## src/rtl/pcmg_pkg.sv

```systemverilog
// Constants shared by the primary clock mux and gate block.
// Assumes one system clock; clocks handled here are sampled levels in that domain.
package pcmg_pkg;

  // ----------------------------------------------------------------
  // Network counts
  // ----------------------------------------------------------------
  localparam int NUM_PRIMARY_NETS = 8;
  localparam int NUM_MUX_NETS     = 2;
  localparam int NUM_EDGE_CLOCKS  = 4;

  // ----------------------------------------------------------------
  // Source counts, one group per kind of primary clock source
  // ----------------------------------------------------------------
  localparam int NUM_PIN_SOURCES  = 4;
  localparam int NUM_PLL_SOURCES  = 2;
  localparam int NUM_DIV_SOURCES  = 4;
  localparam int NUM_NODE_SOURCES = 4;

  // ----------------------------------------------------------------
  // Levels and codes
  // ----------------------------------------------------------------
  localparam logic SEL_INPUT_ZERO = 1'b0;
  localparam logic GATE_OFF_LEVEL = 1'b0;
  localparam logic CLOCK_RESET_LEVEL = 1'b0;

endpackage : pcmg_pkg

```

## src/rtl/pcmg_net_if.sv

```systemverilog
// Carrier between the top block and one primary network gate.
// Assumes both ends sit on the system clock.
interface pcmg_net_if;

  logic gate_clock_in;
  logic gate_enable;
  logic gated_clock_out;

  modport gate (input gate_clock_in, input gate_enable, output gated_clock_out);
  modport net  (output gate_clock_in, output gate_enable, input gated_clock_out);

endinterface : pcmg_net_if

```

## src/rtl/pcmg_clock_ctrl.sv

```systemverilog
// Primary clock network control: source sampling, two dynamic muxes,
// eight network gates and the edge bridge select muxes.
// Assumes clock sources arrive from outside the system clock domain and
// that select and enable inputs come from core logic on the system clock.
//
// How it works
// There are eight separate primary clock networks, each with its own output.
// Only the first two networks carry a dynamic two-input clock mux; the rest take one source.
// A dynamic mux passes input zero when its select is low and input one when it is high.
// Input zero is the default source, chosen from reset until core logic raises the select.
// The mux follows a new select on the next system clock edge with no synchronisation, so its output may glitch.
// Each mux output drives its primary network, and both inputs may be any primary source.
// Primary sources are clock pins, PLL outputs, divider outputs and internal nodes.
// Each network has a gate whose enable low stops the clock and high passes it.
// Core logic should drop a network's enable whenever that domain is idle to save power.
// Each edge clock has a bridge select mux choosing between two clock sources.
// A disabled gate holds its output at a constant low level.
module pcmg_clock_ctrl
  import pcmg_pkg::*;
#(
  parameter int NUM_NETS  = pcmg_pkg::NUM_PRIMARY_NETS,
  parameter int NUM_MUX   = pcmg_pkg::NUM_MUX_NETS,
  parameter int NUM_EDGE  = pcmg_pkg::NUM_EDGE_CLOCKS,
  parameter int NUM_PIN   = pcmg_pkg::NUM_PIN_SOURCES,
  parameter int NUM_PLL   = pcmg_pkg::NUM_PLL_SOURCES,
  parameter int NUM_DIV   = pcmg_pkg::NUM_DIV_SOURCES,
  parameter int NUM_NODE  = pcmg_pkg::NUM_NODE_SOURCES,
  parameter int NUM_SRC   = NUM_PIN + NUM_PLL + NUM_DIV + NUM_NODE,
  parameter int SRCW      = (NUM_SRC > 1) ? $clog2(NUM_SRC) : 1
) (
  // Clock and reset
  input  wire logic                           CLK_SYS,
  input  wire logic                           RESET,
  // Primary clock sources
  input  wire logic [NUM_PIN-1:0]             PIN_CLK,
  input  wire logic [NUM_PLL-1:0]             PLL_CLK,
  input  wire logic [NUM_DIV-1:0]             DIVIDED_CLOCK_OUTPUT,
  input  wire logic [NUM_NODE-1:0]            NODE_CLK,
  // Source routing from core logic
  input  wire logic [NUM_NETS-1:0][SRCW-1:0]  NET_SRC,
  input  wire logic [NUM_MUX-1:0][SRCW-1:0]   MUX_ONE_SRC,
  // Dynamic mux selects and gate enables from core logic
  input  wire logic [NUM_MUX-1:0]             MUX_SEL,
  input  wire logic [NUM_NETS-1:0]            GATE_ENABLE,
  // Edge bridge
  input  wire logic [NUM_EDGE-1:0]            EDGE_CLOCK_IN_ZERO,
  input  wire logic [NUM_EDGE-1:0]            EDGE_CLOCK_IN_ONE,
  input  wire logic [NUM_EDGE-1:0]            EDGE_BRIDGE_SOURCE_SELECT,
  // Outputs
  output logic [NUM_MUX-1:0]                  MUXED_CLOCK_OUT,
  output logic [NUM_NETS-1:0]                 PRIMARY_CLOCK_OUT,
  output logic [NUM_EDGE-1:0]                 EDGE_CLOCK_OUT
);

  // ----------------------------------------------------------------
  // Elaboration checks
  // ----------------------------------------------------------------
  if (NUM_NETS != NUM_PRIMARY_NETS) begin : g_bad_nets
    $error("Network count must be eight.");
  end
  if (NUM_MUX != NUM_MUX_NETS) begin : g_bad_mux
    $error("Exactly two networks carry a dynamic mux.");
  end
  if (NUM_PIN < 1 || NUM_PLL < 1 || NUM_DIV < 1 || NUM_NODE < 1) begin : g_bad_src
    $error("Every source kind needs at least one input.");
  end
  if (NUM_SRC != NUM_PIN + NUM_PLL + NUM_DIV + NUM_NODE || (1 << SRCW) < NUM_SRC) begin : g_bad_idx
    $error("Source count or index width does not match the source inputs.");
  end

  // ----------------------------------------------------------------
  // Source selection
  // ----------------------------------------------------------------
  function automatic logic pick_source(input logic [NUM_SRC-1:0] srcs, input logic [SRCW-1:0] idx);
    pick_source = (32'(idx) < NUM_SRC) ? srcs[idx] : CLOCK_RESET_LEVEL;
  endfunction : pick_source

  // ----------------------------------------------------------------
  // Source sampling
  // ----------------------------------------------------------------
  // Every source is foreign to the system clock, so each passes two flops.
  logic [NUM_SRC-1:0]  src_s1_q;
  logic [NUM_SRC-1:0]  src_s2_q;
  logic [NUM_SRC-1:0]  src_raw;
  logic [NUM_EDGE-1:0] edge0_s1_q;
  logic [NUM_EDGE-1:0] edge0_s2_q;
  logic [NUM_EDGE-1:0] edge1_s1_q;
  logic [NUM_EDGE-1:0] edge1_s2_q;

  assign src_raw = {NODE_CLK, DIVIDED_CLOCK_OUTPUT, PLL_CLK, PIN_CLK};

  always_ff @(posedge CLK_SYS) begin
    if (RESET) begin
      src_s1_q <= '0;
      src_s2_q <= '0;
    end else begin
      src_s1_q <= src_raw;
      src_s2_q <= src_s1_q;
    end
  end

  always_ff @(posedge CLK_SYS) begin
    if (RESET) begin
      edge0_s1_q <= '0;
      edge0_s2_q <= '0;
      edge1_s1_q <= '0;
      edge1_s2_q <= '0;
    end else begin
      edge0_s1_q <= EDGE_CLOCK_IN_ZERO;
      edge0_s2_q <= edge0_s1_q;
      edge1_s1_q <= EDGE_CLOCK_IN_ONE;
      edge1_s2_q <= edge1_s1_q;
    end
  end

  // ----------------------------------------------------------------
  // Dynamic muxes
  // ----------------------------------------------------------------
  // The select is taken straight from core logic with no handshake between
  // the two clocks; switching mid-pulse can leave a runt on the output.
  logic [NUM_MUX-1:0] mux_q;

  always_ff @(posedge CLK_SYS) begin
    if (RESET) begin
      mux_q <= '0;
    end else begin
      for (int m = 0; m < NUM_MUX; m++) begin
        if (MUX_SEL[m] == SEL_INPUT_ZERO) begin
          mux_q[m] <= pick_source(src_s2_q, NET_SRC[m]);
        end else begin
          mux_q[m] <= pick_source(src_s2_q, MUX_ONE_SRC[m]);
        end
      end
    end
  end

  assign MUXED_CLOCK_OUT = mux_q;

  // ----------------------------------------------------------------
  // Primary networks and gates
  // ----------------------------------------------------------------
  for (genvar n = 0; n < NUM_NETS; n++) begin : g_net
    pcmg_net_if net_if ();

    if (n < NUM_MUX) begin : g_muxed
      assign net_if.gate_clock_in = mux_q[n];
    end else begin : g_plain
      assign net_if.gate_clock_in = pick_source(src_s2_q, NET_SRC[n]);
    end
    assign net_if.gate_enable = GATE_ENABLE[n];

    pcmg_gate u_gate (
      .clk_sys (CLK_SYS),
      .reset   (RESET),
      .net     (net_if.gate)
    );

    assign PRIMARY_CLOCK_OUT[n] = net_if.gated_clock_out;
  end

  // ----------------------------------------------------------------
  // Edge bridge select muxes
  // ----------------------------------------------------------------
  logic [NUM_EDGE-1:0] edge_q;

  always_ff @(posedge CLK_SYS) begin
    if (RESET) begin
      edge_q <= '0;
    end else begin
      for (int e = 0; e < NUM_EDGE; e++) begin
        edge_q[e] <= (EDGE_BRIDGE_SOURCE_SELECT[e] == SEL_INPUT_ZERO) ? edge0_s2_q[e] : edge1_s2_q[e];
      end
    end
  end

  assign EDGE_CLOCK_OUT = edge_q;
endmodule : pcmg_clock_ctrl

```

## src/rtl/pcmg_gate.sv

```systemverilog
// One primary network clock gate with a registered output.
// Assumes the clock level and enable are already in the system clock domain.
module pcmg_gate
  import pcmg_pkg::*;
(
  // Clock and reset
  input  wire logic clk_sys,
  input  wire logic reset,
  // Network side
  pcmg_net_if.gate  net
);

  logic gated_q;

  // ----------------------------------------------------------------
  // Gate
  // ----------------------------------------------------------------
  // A stopped network parks low so downstream logic sees no half pulse.
  always_ff @(posedge clk_sys) begin
    if (reset) begin
      gated_q <= GATE_OFF_LEVEL;
    end else if (net.gate_enable) begin
      gated_q <= net.gate_clock_in;
    end else begin
      gated_q <= GATE_OFF_LEVEL;
    end
  end

  assign net.gated_clock_out = gated_q;
endmodule : pcmg_gate

```

## config.mk

```make
export PLATFORM = sky130hd
export DESIGN_NAME = pcmg_clock_ctrl
export DESIGN_NICKNAME = d
export VERILOG_FILES = /design/src/rtl/pcmg_pkg.sv /design/src/rtl/pcmg_net_if.sv /design/src/rtl/pcmg_clock_ctrl.sv /design/src/rtl/pcmg_gate.sv
export SDC_FILE = /design/constraint.sdc
export NUM_CORES = 1
export LEC_CHECK = 0
export ABC_AREA = 1
export BUFFER_PORTS_ARGS = -buffer_cell sky130_fd_sc_hd__buf_4
export CAP_MARGIN = 20
export CORE_MARGIN = 1
export CORE_UTILIZATION = 56
export DETAILED_ROUTE_END_ITERATION = 6
export PLACE_DENSITY = 0.87
export SLEW_MARGIN = 15
export SYNTH_ARGS = -nofsm -noshare
export SYNTH_HDL_FRONTEND = slang
export SYNTH_SLANG_ARGS = --single-unit
```

## constraint.sdc

```tcl
create_clock -name CLK_SYS -period 3 [get_ports CLK_SYS]
set_input_delay 0.15 -clock CLK_SYS [delete_from_list [all_inputs] [get_ports CLK_SYS]]
set_output_delay 0.15 -clock CLK_SYS [all_outputs]
set_load 0.005 [all_outputs]
```

# ---- Word-level counts from Yosys, hierarchy flattened
# Cells that the tools add are included.
dict set report classes {
  add_sub_neg 0
  mul 0
  n_div 0
  magnitude_cmp 20
  n_eq_ne 0
  shifts 0
  n_mux 30
  bitwise_logic 14
  n_reduce_logical 8
}
# operator n
set op_table {}
lappend op_table {{$lt 4x5->1 const B} 10}
lappend op_table {{$bmux 1 s4} 10}
lappend op_table {{$lt 4x4->1 const B} 10}
lappend op_table {{$mux 1} 20}
lappend op_table {{$reduce_or 3->1} 6}
lappend op_table {{$not 1->1} 14}
lappend op_table {{$reduce_or 2->1} 2}
dict set report word_totals {
  ff_bits 58
  latchBits 0
  ramBits 0
  mem_bits_ro 0
  inputBits 78
  out_inout_bits 14
  elab_cells 88
  n_memories 0
}

# ---- Logic depth before layout (Yosys ltp)
# Gate-level depths: netlist of the first run.
dict set report depth {
  ltp_word 4
  depth_mapped 11
  ltp_nobuf 10
}

# ---- Hierarchy
# Synthesis of the first run repeated with hierarchy kept, for this count alone.
dict set report hier_totals {
  hier_cells 501
  area_unflattened_um2 3161.8
}
# module n_inst cells_per_inst area_each_um2 seq_area_each_um2
set modules_own_cells {}
lappend modules_own_cells {pcmg_clock_ctrl 1 477 2921.6 1001.0}
lappend modules_own_cells {pcmg_gate 8 3 30.0 20.0}

# ---- Least setup slack after synthesis of the first run
# No wires, ideal clock.
dict set report synth_timing {
  path_kind {reg2reg}
  startpoint {register src_s2_q[0]}
  endpoint {register mux_q[0], in the netlist MUXED_CLOCK_OUT[0]}
  setup_ns 0.113
  arrival_time_ns 0.877
  required_ns 2.887
  slack_ns 2.010
  stages_incl_launch_ff 8
  n_path_buf 1
  period_less_slack_ns 0.990
  cell_sequence {dfxtp_1 -> clkbuf_2 -> o211ai_1 -> nand3_1 -> nand3_1 -> nand2_1 -> nor2_1 -> nor2_1}
}
dict set report synth_via {
  elab_chain_len 4
  elab_cells_between_ends 7
  cone_classes {mux (7)}
}
# item line_no
set synth_rtl {}
lappend synth_rtl {{start, declared} pcmg_clock_ctrl.sv:83} ;# logic [NUM_SRC-1:0] src_s2_q;
lappend synth_rtl {{start signal, assigned} pcmg_clock_ctrl.sv:98} ;# src_s2_q <= src_s1_q;
lappend synth_rtl {{$bmux 1 s4} pcmg_clock_ctrl.sv:75} ;# pick_source = (32'(idx) < NUM_SRC) ? srcs[idx] : CLOCK_RESET_LEVEL;
lappend synth_rtl {{$mux 1 (implied by the code)} pcmg_clock_ctrl.sv:75}
lappend synth_rtl {{$mux 1} pcmg_clock_ctrl.sv:75}
lappend synth_rtl {{$mux 1 *} pcmg_clock_ctrl.sv:128} ;# if (MUX_SEL[m] == SEL_INPUT_ZERO) begin
lappend synth_rtl {{end signal, assigned by index} pcmg_clock_ctrl.sv:129} ;# mux_q[m] <= pick_source(src_s2_q, NET_SRC[m]);
lappend synth_rtl {{end signal, assigned by index} pcmg_clock_ctrl.sv:131} ;# mux_q[m] <= pick_source(src_s2_q, MUX_ONE_SRC[m]);
lappend synth_rtl {{end, declared} pcmg_clock_ctrl.sv:121} ;# logic [NUM_MUX-1:0] mux_q;
# Every way passes the cells marked *; elsewhere a longest branch is shown, timed or not. The select of a mux whose other input is x is not followed.
# A chain may end at the register's enable or synchronous reset.

# ---- Final worst setup path of the first run
dict set report layout_timing {
  startpoint {register src_s2_q[8]}
  endpoint {register mux_q[0], in the netlist MUXED_CLOCK_OUT[0]}
}
# Same word-level chain as after synthesis.

==> summary.txt, run 1 <==
Status
  – Status: completed

Worst setup path
  – Worst R2R Setup Slack: 1.72 ns
  – Worst Path Required: between 3 and 4 ns
  – Worst setup EP type: flop
  – R2R Path Start: src_s2_q[8]
  – CP max FO: 7
  – Critical path arrival: 1.56 ns
  – CP max stage delay: roughly 0.50 ns
  – Critical path class: reg2reg
  – Critical path's slowest cell: dfxtp_1
  – R2R cell count: 10
  – Top cell by count, worst path: nand2_1
  – Startpoint Class: flop
  – Worst r2r dst: MUXED_CLOCK_OUT[0]
  – Crit-path cells: inv_1 > nand2_1 > nand3_1 > nand2_1 > nand2_1 > nand2_1 > nand2_1 > nand3_1 > nand2_1 > nor2_1

Detailed routing
  – Detailed Route WL: 8.50 mm
  – Antenna violation net count after detailed routing: 0
  – Drt pass-1 iters: 5
  – Via Count: 3406
  – # DRC: 0
  – Top Layer Used: met4
  – M1 WL: 3.48 mm
  – Via density per instance: roughly 5.2
  – WL met3: 591 um
  – DR WL met2: between 4 and 5 mm
  – WL per Instance: between 10 and 15 um
  – Detailed router's first-iteration violation count: between 200 and 300

STA
  – RSZ-0062 raised after global routing: no
  – Hold slack: between 0.01 and 0.015 ns
  – Period utilisation layout: a little over two fifths
  – Endpoints failing hold: 0
  – Sum Neg Setup Slack: 0 ns
  – Final setup fails: 0
  – Slew @ Worst Pin: 0.489 ns
  – Fin. max-slew vios: 0
  – Max-slew headroom: 67.4%
  – Max Fclk: ~0.78 GHz
  – Max Clock Skew: just under 0.009 ns
  – Min cycle time layout: 1.28 ns

Clocking
  – Clk Latency, worst-skew pair: 0.33 ns
  – TritonCTS clock tree: built
  – Max Root-Sink Buffers: 2
  – Cts repair resizes: 0
  – CTS clk-pin slew, worst paths: 0.08 ns
  – Root buffer cell: clkbuf_8
  – TritonCTS buffer count: 9
  – Clk sinks: 58
  – H-tree levels: 3

Global route
  – Total track usage: between 20% and 30%
  – GRT overflow: 0
  – Vias in the first global route: 3207
  – Largest net degree at the start of global routing: 48
  – Global-route wire length before repair: 13.8 mm
  – Initial antenna violation count: 0

Pwr
  – Leak: 0.00212 uW
  – Tot Pwr: 2050 uW
  – Pwr dens: 507 nW/um^2
  – Max VDD drop: 0.351 mV

Die
  – Std-Cell Rows: 27
  – Die height: 77.3 um
  – Width of the die: slightly below 80 um
  – CORE AREA: approximately 5500 um^2
  – Initial Util: 58.1%
  – Die Area: 5980 um^2
  – # IOs: 92

Place
  – Post-DP HPWL: approximately 5.8 mm
  – Placer congestion estimate: 0.867
  – Cells after DPL: 635
  – IO Port Bufs: 91

Layout
  – Fraction of layout cells with a size suffix above 1: 21.8%
  – Nets: between 600 and 700
  – Area Growth Syn to Fin: 27.3%
  – Final design utilization: about 74%
  – Fillcell total: 458
  – Fin cells: 655
  – Diode count: 0

Logic synthesis
  – Syn nets: 577
  – Synthesis Warnings: 0
  – Number of synthesized flops with an enable pin: 0
  – Cells after synthesis: 499
  – Async SR Flop Fraction: 0%
  – Biggest area consumer among synthesized cells: dfxtp_1
  – Syn_area_per_cell: 6.37 um^2
  – Synth Cell Area: 3180 um^2
  – Register area share after synthesis: 36.5%
  – Share of the synthesized area in the top cell type: 36.5%
  – Cell variety after synth: 20
  – Ranking of synthesized cells by area: dfxtp_1 (37%), nand2_1 (11%), nand3_1 (10%), inv_1 (9.4%), a21oi_1 (7.2%)
  – Yosys reg bits: 58
  – Dominant synthesized flop cell: dfxtp_1

Min path
  – Worst Hold Path Cells: 3
  – Hold_sp: EDGE_CLOCK_IN_ZERO[1]
  – Hold path endpoint: edge0_s1_q[1]
  – Hold Crit Class: in2reg

Flow run
  – Max Cap Viol: 0
[per-layer routing]
layer,up-vias,global-route usage (%)
met3,29,6.00
li1,1725,-
met2,160,51.2
met4,0,15.5
met1,1492,34.0
met5,-,0
[logic make-up (layout without fill, tap and decap cells)]
| logic type | Yosys count | in the layout | synth area share, % |
|---|---|---|---|
| AO/OA/AOI/OAI | 104 | 104 | 17.8 |
| buffers and inverters | 124 | 208 | 17.6 |
| AND/OR/NAND/NOR | 213 | 213 | 28.0 |
| flip-flops | 58 | 58 | 36.5 |
[how the worst max path moves through the flow]
| stage | start | endpoint | slack [ns] | depth (start not counted) |
|---|---|---|---|---|
| final | src_s2_q[8] | MUXED_CLOCK_OUT[0] | 1.72 | 10 |
| after global routing | src_s2_q[8] | MUXED_CLOCK_OUT[1] | 1.57 | 10 |
| after CTS | src_s2_q[8] | MUXED_CLOCK_OUT[0] | 1.73 | 10 |
| after detailed placement | RESET | g_net[2].u_gate.net.gated_clock_out | 1.66 | 5 |
| after global placement | RESET | g_net[2].u_gate.net.gated_clock_out | 1.69 | 5 |
| after floorplan | src_s2_q[0] | MUXED_CLOCK_OUT[0] | 2.01 | 7 |
[sequential cells by signal (all words and copies together) (netlist names)]
register                          count
edge0_s2_q                            4
edge1_s1_q                            4
EDGE_CLOCK_OUT                        4
edge0_s1_q                            4
g_net.u_gate.net.gated_clock_out      8
edge1_s2_q                            4
src_s2_q                             14
src_s1_q                             14
MUXED_CLOCK_OUT                       2
[worst max-delay path, delay by kind of cell (launching register included)]
| family | cells | cell delay, ns |
|---|---|---|
| DFF | 1 | 0.50 |
| and+or+nand+nor | 9 | 0.56 |
| buffers and inverters | 1 | 0.15 |
[metrics by stage]
stage               worst slack [ns]  instance area [um^2]
global route                    1.57                  4050
global placement                1.69                  3760
detailed placement              1.66                  3760
floorplan                       2.01                  3180
CTS                             1.73                  4050
finish                          1.72                  4050
[power breakdown]
group	leakage, uW	switching, uW	internal (uW)	total, uW
registers	0.000479	20.8	807	828
logic	0.00152	173	151	324
clock network	0.000124	342	559	900
[area by class of cell]
type / instances / area, um^2 / area share, %
Tap cell: 72 / 90.1 / 2.23
Multi-Input combinational cell: 317 / 1460 / 36.0
Clock inverter: 7 / 125 / 3.09
Inverter: 97 / 367 / 9.06
Clock buffer: 9 / 124 / 3.06
Timing Repair Buffer: 95 / 723 / 17.9
Sequential cell: 58 / 1160 / 28.7
[cells in the final DEF, fill, tap and decap left out, drive strengths merged]
cell type and instances:
nand2 93, nand3 64, o21bai 3, o21ai 44
clkinv 3, clkbuf 9, o211ai 2, dlygate4sd3 4
o2111ai 6, buf 91, bufinv 3, nor2 53
nand3b 3, inv 98, a21oi 49, dfxtp 58
[synth_stat cells, types with 4 or more instances]
cell type and count:
nand2_1 93, inv_1 80, nand3_1 64, dfxtp_1 58
nor2_1 53, a21oi_1 46, o21ai_0 40, buf_4 18
inv_2 16, o2111ai_1 6, buf_1 4, o21ai_1 4
[what timing repair did]
item                      in CTS  in global routing
hold buffers                   4                  0
setup buffers                  0                  0
hold endpoints to repair       4                  0
Power figures use the tool's default switching activity.
==> inputs of run 2 (changes only) <==
- CORE_UTILIZATION: 56 -> 47
- PLACE_DENSITY: 0.87 -> 0.78
- clock period: 3 -> 1 ns (I/O delays scaled with it)
==> run 2 against run 1 <==
Net effect:
- the run now ends with DRC, setup timing left
- fmax increased by 17%
- core utilization decreased by 1.6 points
- wire length increased by 14%
- die area increased by 19%
- register-to-register slack got worse by 1.8 ns
==> summary.txt, run 2 (synthesis gave the netlist of run 1 again) <==
Status
  – Status: complete, but fails checks
  – Failing checks: DRC, setup timing

Pwr
  – Pwr dens: 1270 nW/um^2 (+150%)
  – Sw Pwr: 1710 uW (+220%)
  – Pint: 4190 uW (+180%)
  – Leak: 0.00234 uW (+10%)
  – Seq pwr share: 41.9% (+1.6 points)
  – Tot Pwr: 5890 uW (+190%)
  – Max VDD drop: 1.16 mV (+230%)
  – Logic pwr share: 20.7% (+4.9 points)
  – Net Sw Frac: 29.0% (+2.9 points)
  – Clock power frac: 37.3% (-6.6 points)

Detailed routing
  – Antenna violation net count after detailed routing: 0 (unchanged)
  – Detailed Route WL: 9.68 mm (+14%)
  – # DRC: 6 (+6)
  – Detailed router's first-iteration violation count: 265 (+0.38%)
  – Drt pass-1 iters: 7 (+2)
  – Via density per instance: 5.15 (-1.0%)
  – WL per Instance: 13.6 um (+4.9%)
  – Via Count: 3659 (+7.4%)

Die
  – Width of the die: 84.2 um (+8.9%)
  – # IOs: 92 (unchanged)
  – CORE AREA: 6420 um^2 (+17%)
  – Die Area: 7100 um^2 (+19%)
  – Die height: 84.2 um (+8.9%)
  – Initial Util: 49.5% (-8.6 points)
  – Std-Cell Rows: 29 (+7.4%)

Clocking
  – Clk sinks: 58 (unchanged)
  – Post-CTS Setup Repair Bufs: 0 (unchanged)
  – TritonCTS buffer count: 9 (unchanged)
  – Root buffer cell: clkbuf_8
  – Max Root-Sink Buffers: 2 (unchanged)
  – TritonCTS clock tree: built
  – Clk Latency, worst-skew pair: 0.33 ns (about the same)
  – CTS clk-pin slew, worst paths: 0.07 ns (about the same)
  – H-tree levels: 3 (unchanged)

Global route
  – Vias in the first global route: 3463 (+8.0%)
  – Largest net degree at the start of global routing: 47 (-2.1%)
  – Initial antenna violation count: 0 (unchanged)
  – Total track usage: 27.8% (-1.7 points)
  – GRT overflow: 0 (unchanged)
  – Global-route wire length before repair: 15.6 mm (+13%)

Worst setup path
  – Critical path class: reg2reg
  – Crit-path cells: inv_1 > nand2_1 > nand3_1 > nand3_1 > nand3_1 > nand2_1 > nor2_1 > nor2_1
  – Worst setup EP type: flop
  – Top cell by count, worst path: nand3_1
  – CP max FO: 4 (-3)
  – CP max stage delay: 0.33 ns (-0.17 ns)
  – Critical path's slowest cell: dfxtp_1
  – Worst R2R Setup Slack: -0.1 ns (-1.81 ns)
  – Worst Path Required: 1.23 ns (-2.05 ns)
  – Startpoint Class: flop
  – Critical path arrival: 1.32 ns (-0.24 ns)

STA
  – Max Fclk: 0.912 GHz (+17%)
  – Max Clock Skew: 0.00651 ns (-0.00233 ns)
  – Final setup fails: 8 (+8)
  – RSZ-0062 raised after global routing: yes
  – Fin. max-slew vios: 0 (unchanged)
  – Period utilisation layout: 110% (+67 points)
  – Min cycle time layout: 1.10 ns (-0.186 ns)
  – Endpoints failing hold: 0 (unchanged)
  – Final worst slack: -0.0968 ns (-1.81 ns)
  – Slew @ Worst Pin: 0.449 ns (-0.0404 ns)
  – Max-slew headroom: 70.1% (+2.7 points)

Layout
  – Fraction of layout cells with a size suffix above 1: 28.7% (+6.9 points)
  – Area Growth Syn to Fin: 46.1%
  – Diode count: 0 (unchanged)
  – Fin cells: 711 (+8.5%)
  – Nets: 707 (+7.8%)
  – Most common cell after layout, fill and taps aside: buf_4
  – Most frequent cells in the layout: buf_4 (103), nand2_1 (92), inv_1 (76)

Place
  – Placer congestion estimate: 0.864 (-0.37%)
  – Post-DP HPWL: 5.98 mm (+4.0%)
  – IO Port Bufs: 91 (unchanged)
  – Cells after DPL: 654 (+3.0%)

Flow run
  – Max Cap Viol: 0 (unchanged)

Min path
  – Hold Crit Class: in2reg
[run 2: final timing paths]
path                  startpoint  cells past startpoint            endpoint
setup reg to reg     src_s2_q[7]                      8  MUXED_CLOCK_OUT[1]
hold / removal    MUX_ONE_SRC[3]                      5  MUXED_CLOCK_OUT[0]
hold reg to reg     src_s1_q[13]                      2        src_s2_q[13]
setup / recovery     src_s2_q[7]                      8  MUXED_CLOCK_OUT[1]
[run 2: critical path: cells and delay by family, from the launching register on]
family	cells	cell delay, ns
DFF	1	0.33
and+or+nand+nor	7	0.51
buffers and inverters	1	0.17
[run 2: power by group through the flow]
stage	clock network (uW)	registers, uW	logic, uW
floorplan	0	2510	579
global placement	0	2510	979
detailed placement	0	2510	998
CTS	2220	2470	1150
global route	2330	2480	1350
finish	2200	2470	1220
[run 2: per-stage QoR]
stage                     instance area [um^2]  utilization (%)  hold slack (ns)  setup TNS, ns  setup slack [ns]
after floorplan                           3180                -            0.143              0            0.0101
after global placement                    3880             60.5            0.235         -0.533            -0.111
after detailed placement                  3880             60.5            0.243         -0.693            -0.124
after CTS                                 4550             70.9           0.0303         -0.191           -0.0768
after global routing                      4650             72.3           0.0646          -1.01            -0.220
final                                     4650             72.3           0.0456         -0.437           -0.0968
[run 2: cell type report]
cell class / count / area [um^2]
inverter: 97 / 399
fill: 482 / 1780
multi-input combinational: 317 / 1560
tap: 77 / 96.3
clock inverter: 7 / 77.6
sequential: 58 / 1180
timing repair inverter: 2 / 15.0
clock buffer: 9 / 124
timing repair buffer: 144 / 1190
[run 2: routing by layer]
layer | up-vias | global-route usage [%] | share of wire, %
met1 | 1623 | 33.2 | 41
met2 | 192 | 48.7 | 49
li1 | 1830 | - | -
met3 | 14 | 6.19 | 8.4
met4 | 0 | 10.5 | 1.7
met5 | - | 0 | 0
[run 2: timing repair]
action                                  in CTS  in global routing
endpoints found under the hold margin       36                  0
hold buffers                                39                  0
pin swaps                                   13                  7
cloned                                       1                  1
endpoints found under the setup margin       8                  8
resized for setup                           54                 32
==> inputs of run 3 (changes only) <==
- GPL_TIMING_DRIVEN: unset -> 0
==> run 3 against run 2 <==
Net effect:
- the flow still finishes with violations (DRC, setup timing)
- critical path depth decreased by 1
- count of clock-buffer cells in the layout unchanged
- first-iteration DRC count increased by 34%
- clock skew increased by 0.0028 ns
- total power increased by 3.6%
- final cell count increased by 0.56%
- sequential power about the same
- combinational power about the same
- non-clock buffer count increased by 3
- critical path type unchanged
- largest cell class unchanged
==> summary.txt, run 3 (synthesis gave the netlist of run 1 again) <==
Die
  – CORE AREA: 6420 um^2 (unchanged)
  – Die height: 84.2 um (unchanged)
  – Initial Util: 49.5% (unchanged)
  – Std-Cell Rows: 29 (unchanged)
  – Width of the die: 84.2 um (unchanged)
  – # IOs: 92 (unchanged)
  – Die Area: 7100 um^2 (unchanged)

Layout
  – Most common cell after layout, fill and taps aside: buf_4
  – Nets: 711 (+0.57%)
  – Area Growth Syn to Fin: 47.0%
  – Fraction of layout cells with a size suffix above 1: 28.5% (-0.18 points)
  – Most frequent cells in the layout: buf_4 (99), nand2_1 (91), inv_1 (75)
  – Diode count: 0 (unchanged)
  – Fin cells: 715 (+0.56%)
  – Post-route cell area: 4670 um^2 (+0.59%)

STA
  – Period utilisation layout: 113% (+2.9 points)
  – RSZ-0062 raised after global routing: yes
  – Min cycle time layout: 1.13 ns (+0.0293 ns)
  – Final worst slack: -0.126 ns (-0.0293 ns)
  – Fin. max-slew vios: 0 (unchanged)
  – Max Fclk: 0.888 GHz (-2.6%)
  – Max Clock Skew: 0.00933 ns (+0.00282 ns)
  – Final setup fails: 8 (unchanged)
  – Endpoints failing hold: 0 (unchanged)
  – Max-slew headroom: 70.7% (+0.64 points)
  – Hold slack: 0.0350 ns (-0.0105 ns)
  – Slew @ Worst Pin: 0.439 ns (-0.00960 ns)

Global route
  – GRT overflow: 0 (unchanged)
  – Total track usage: 26.3% (-1.5 points)
  – Initial antenna violation count: 0 (unchanged)
  – Global-route wire length before repair: 14.8 mm (-5.1%)
  – Largest net degree at the start of global routing: 13 (-72%)
  – Vias in the first global route: 3440 (-0.66%)

Place
  – Post-DP HPWL: 5.90 mm (-1.4%)
  – IO Port Bufs: 81 (-11%)
  – Cells after DPL: 657 (+0.46%)
  – Placed cell areas: 3880 um^2 (about the same)
  – Placer congestion estimate: 0.867 (+0.37%)

Clocking
  – Clk Latency, worst-skew pair: 0.34 ns (about the same)
  – Max Root-Sink Buffers: 2 (unchanged)
  – CTS clk-pin slew, worst paths: 0.07 ns (about the same)
  – TritonCTS buffer count: 9 (unchanged)
  – TritonCTS clock tree: built
  – Root buffer cell: clkbuf_8
  – Clk sinks: 58 (unchanged)
  – H-tree levels: 3 (unchanged)

Detailed routing
  – Via Count: 3702 (+1.2%)
  – Drt pass-1 iters: 7 (unchanged)
  – Antenna violation net count after detailed routing: 0 (unchanged)
  – # DRC: 6 (unchanged)
  – Detailed router's first-iteration violation count: 354 (+34%)
  – Detailed Route WL: 9.39 mm (-3.0%)
  – WL per Instance: 13.1 um (-3.5%)
  – Via density per instance: 5.18 (+0.61%)

Min path
  – Hold Crit Class: in2reg

Pwr
  – Max VDD drop: 1.21 mV (+4.8%)
  – Pwr dens: 1310 nW/um^2 (+3.0%)
  – Leak: 0.00236 uW (+0.84%)

Worst setup path
  – Startpoint Class: flop
  – Critical path class: reg2reg
  – CP max FO: 9 (+5)
  – Worst Path Required: 1.24 ns (about the same)
  – Worst setup EP type: flop
  – Critical path arrival: 1.36 ns (+0.04 ns)

Status
  – Status: complete, but fails checks
  – Failing checks: DRC, setup timing

Flow run
  – Max Cap Viol: 0 (unchanged)
==> run 3: cell count changes in the layout (fill, tap and decap cells not counted), moves of 3 or more <==
cell	delta
dfxtp_1	-3
buf_4	-4
o2111ai_2	-3
clkinv_4	+3
o2111ai_1	+3
o21ai_0	+3
buf_1	+4
==> run 3: stage by stage <==
step / util (%) / TNS (ns) / power (uW) / setup WS, ns
after floorplan: - / 0 / 3090 / 0.0101
after global placement: 60.5 / -0.967 / 3480 / -0.238
after detailed placement: 60.5 / -1.04 / 3510 / -0.228
after CTS: 71.1 / -0.281 / 6050 / -0.106
after global routing: 72.8 / -1.12 / 6380 / -0.229
final: 72.8 / -0.540 / 6110 / -0.126
==> run 3: what timing repair did <==
item / 4_1_cts / 5_1_grt
hold buffers: 39 / 0
pin swaps: 7 / 15
gates cloned: 0 / 3
resized for setup: 44 / 49
endpoints found under the setup margin: 8 / 8
endpoints found under the hold margin: 36 / 0
buffers inserted: 0 / 0
==> run 3: layer usage <==
metal	part of all wire [%]	GRT usage, %	vias up
met5	0	0	-
met4	2.6	10.0	0
met3	9.4	7.37	34
met2	48	45.4	208
met1	40	31.1	1613
li1	-	-	1847
==> run 3: worst paths after layout <==
| kind | start | cells after the start | slack [ns] | endpoint |
|---|---|---|---|---|
| max | src_s2_q[0] | 7 | -0.13 | MUXED_CLOCK_OUT[1] |
| min | NET_SRC[21] | 4 | 0.04 | g_net[5].u_gate.net.gated_clock_out |
| max reg2reg | src_s2_q[0] | 7 | -0.13 | MUXED_CLOCK_OUT[1] |
| min reg2reg | src_s1_q[0] | 2 | 0.39 | src_s2_q[0] |
==> run 3: power by group <==
group / total [uW] / leakage (uW) / internal [uW] / switching [uW]
Combinational: 1200 / 0.00177 / 604 / 595
Sequential: 2490 / 0.000486 / 2420 / 72.3
Clock: 2420 / 0.000106 / 1420 / 1000
==> run 3: worst max-delay path, cell delays in order, from the launching register on <==
cell      delay (ns)
dfxtp_2         0.33
buf_8           0.14
o211ai_1        0.17
nand3_1         0.09
nand3_1         0.09
nand2_1         0.07
nor2_1          0.09
nor2_1          0.05
==> run 3: layout make-up <==
type	instances	area (um^2)
fill	503	1750
multi-input combinational	317	1530
sequential	58	1190
timing repair buffer	120	998
inverter	97	404
buffer	27	204
clock buffer	9	124
clock inverter	7	101
tap	77	96.3
timing repair inverter	3	23.8
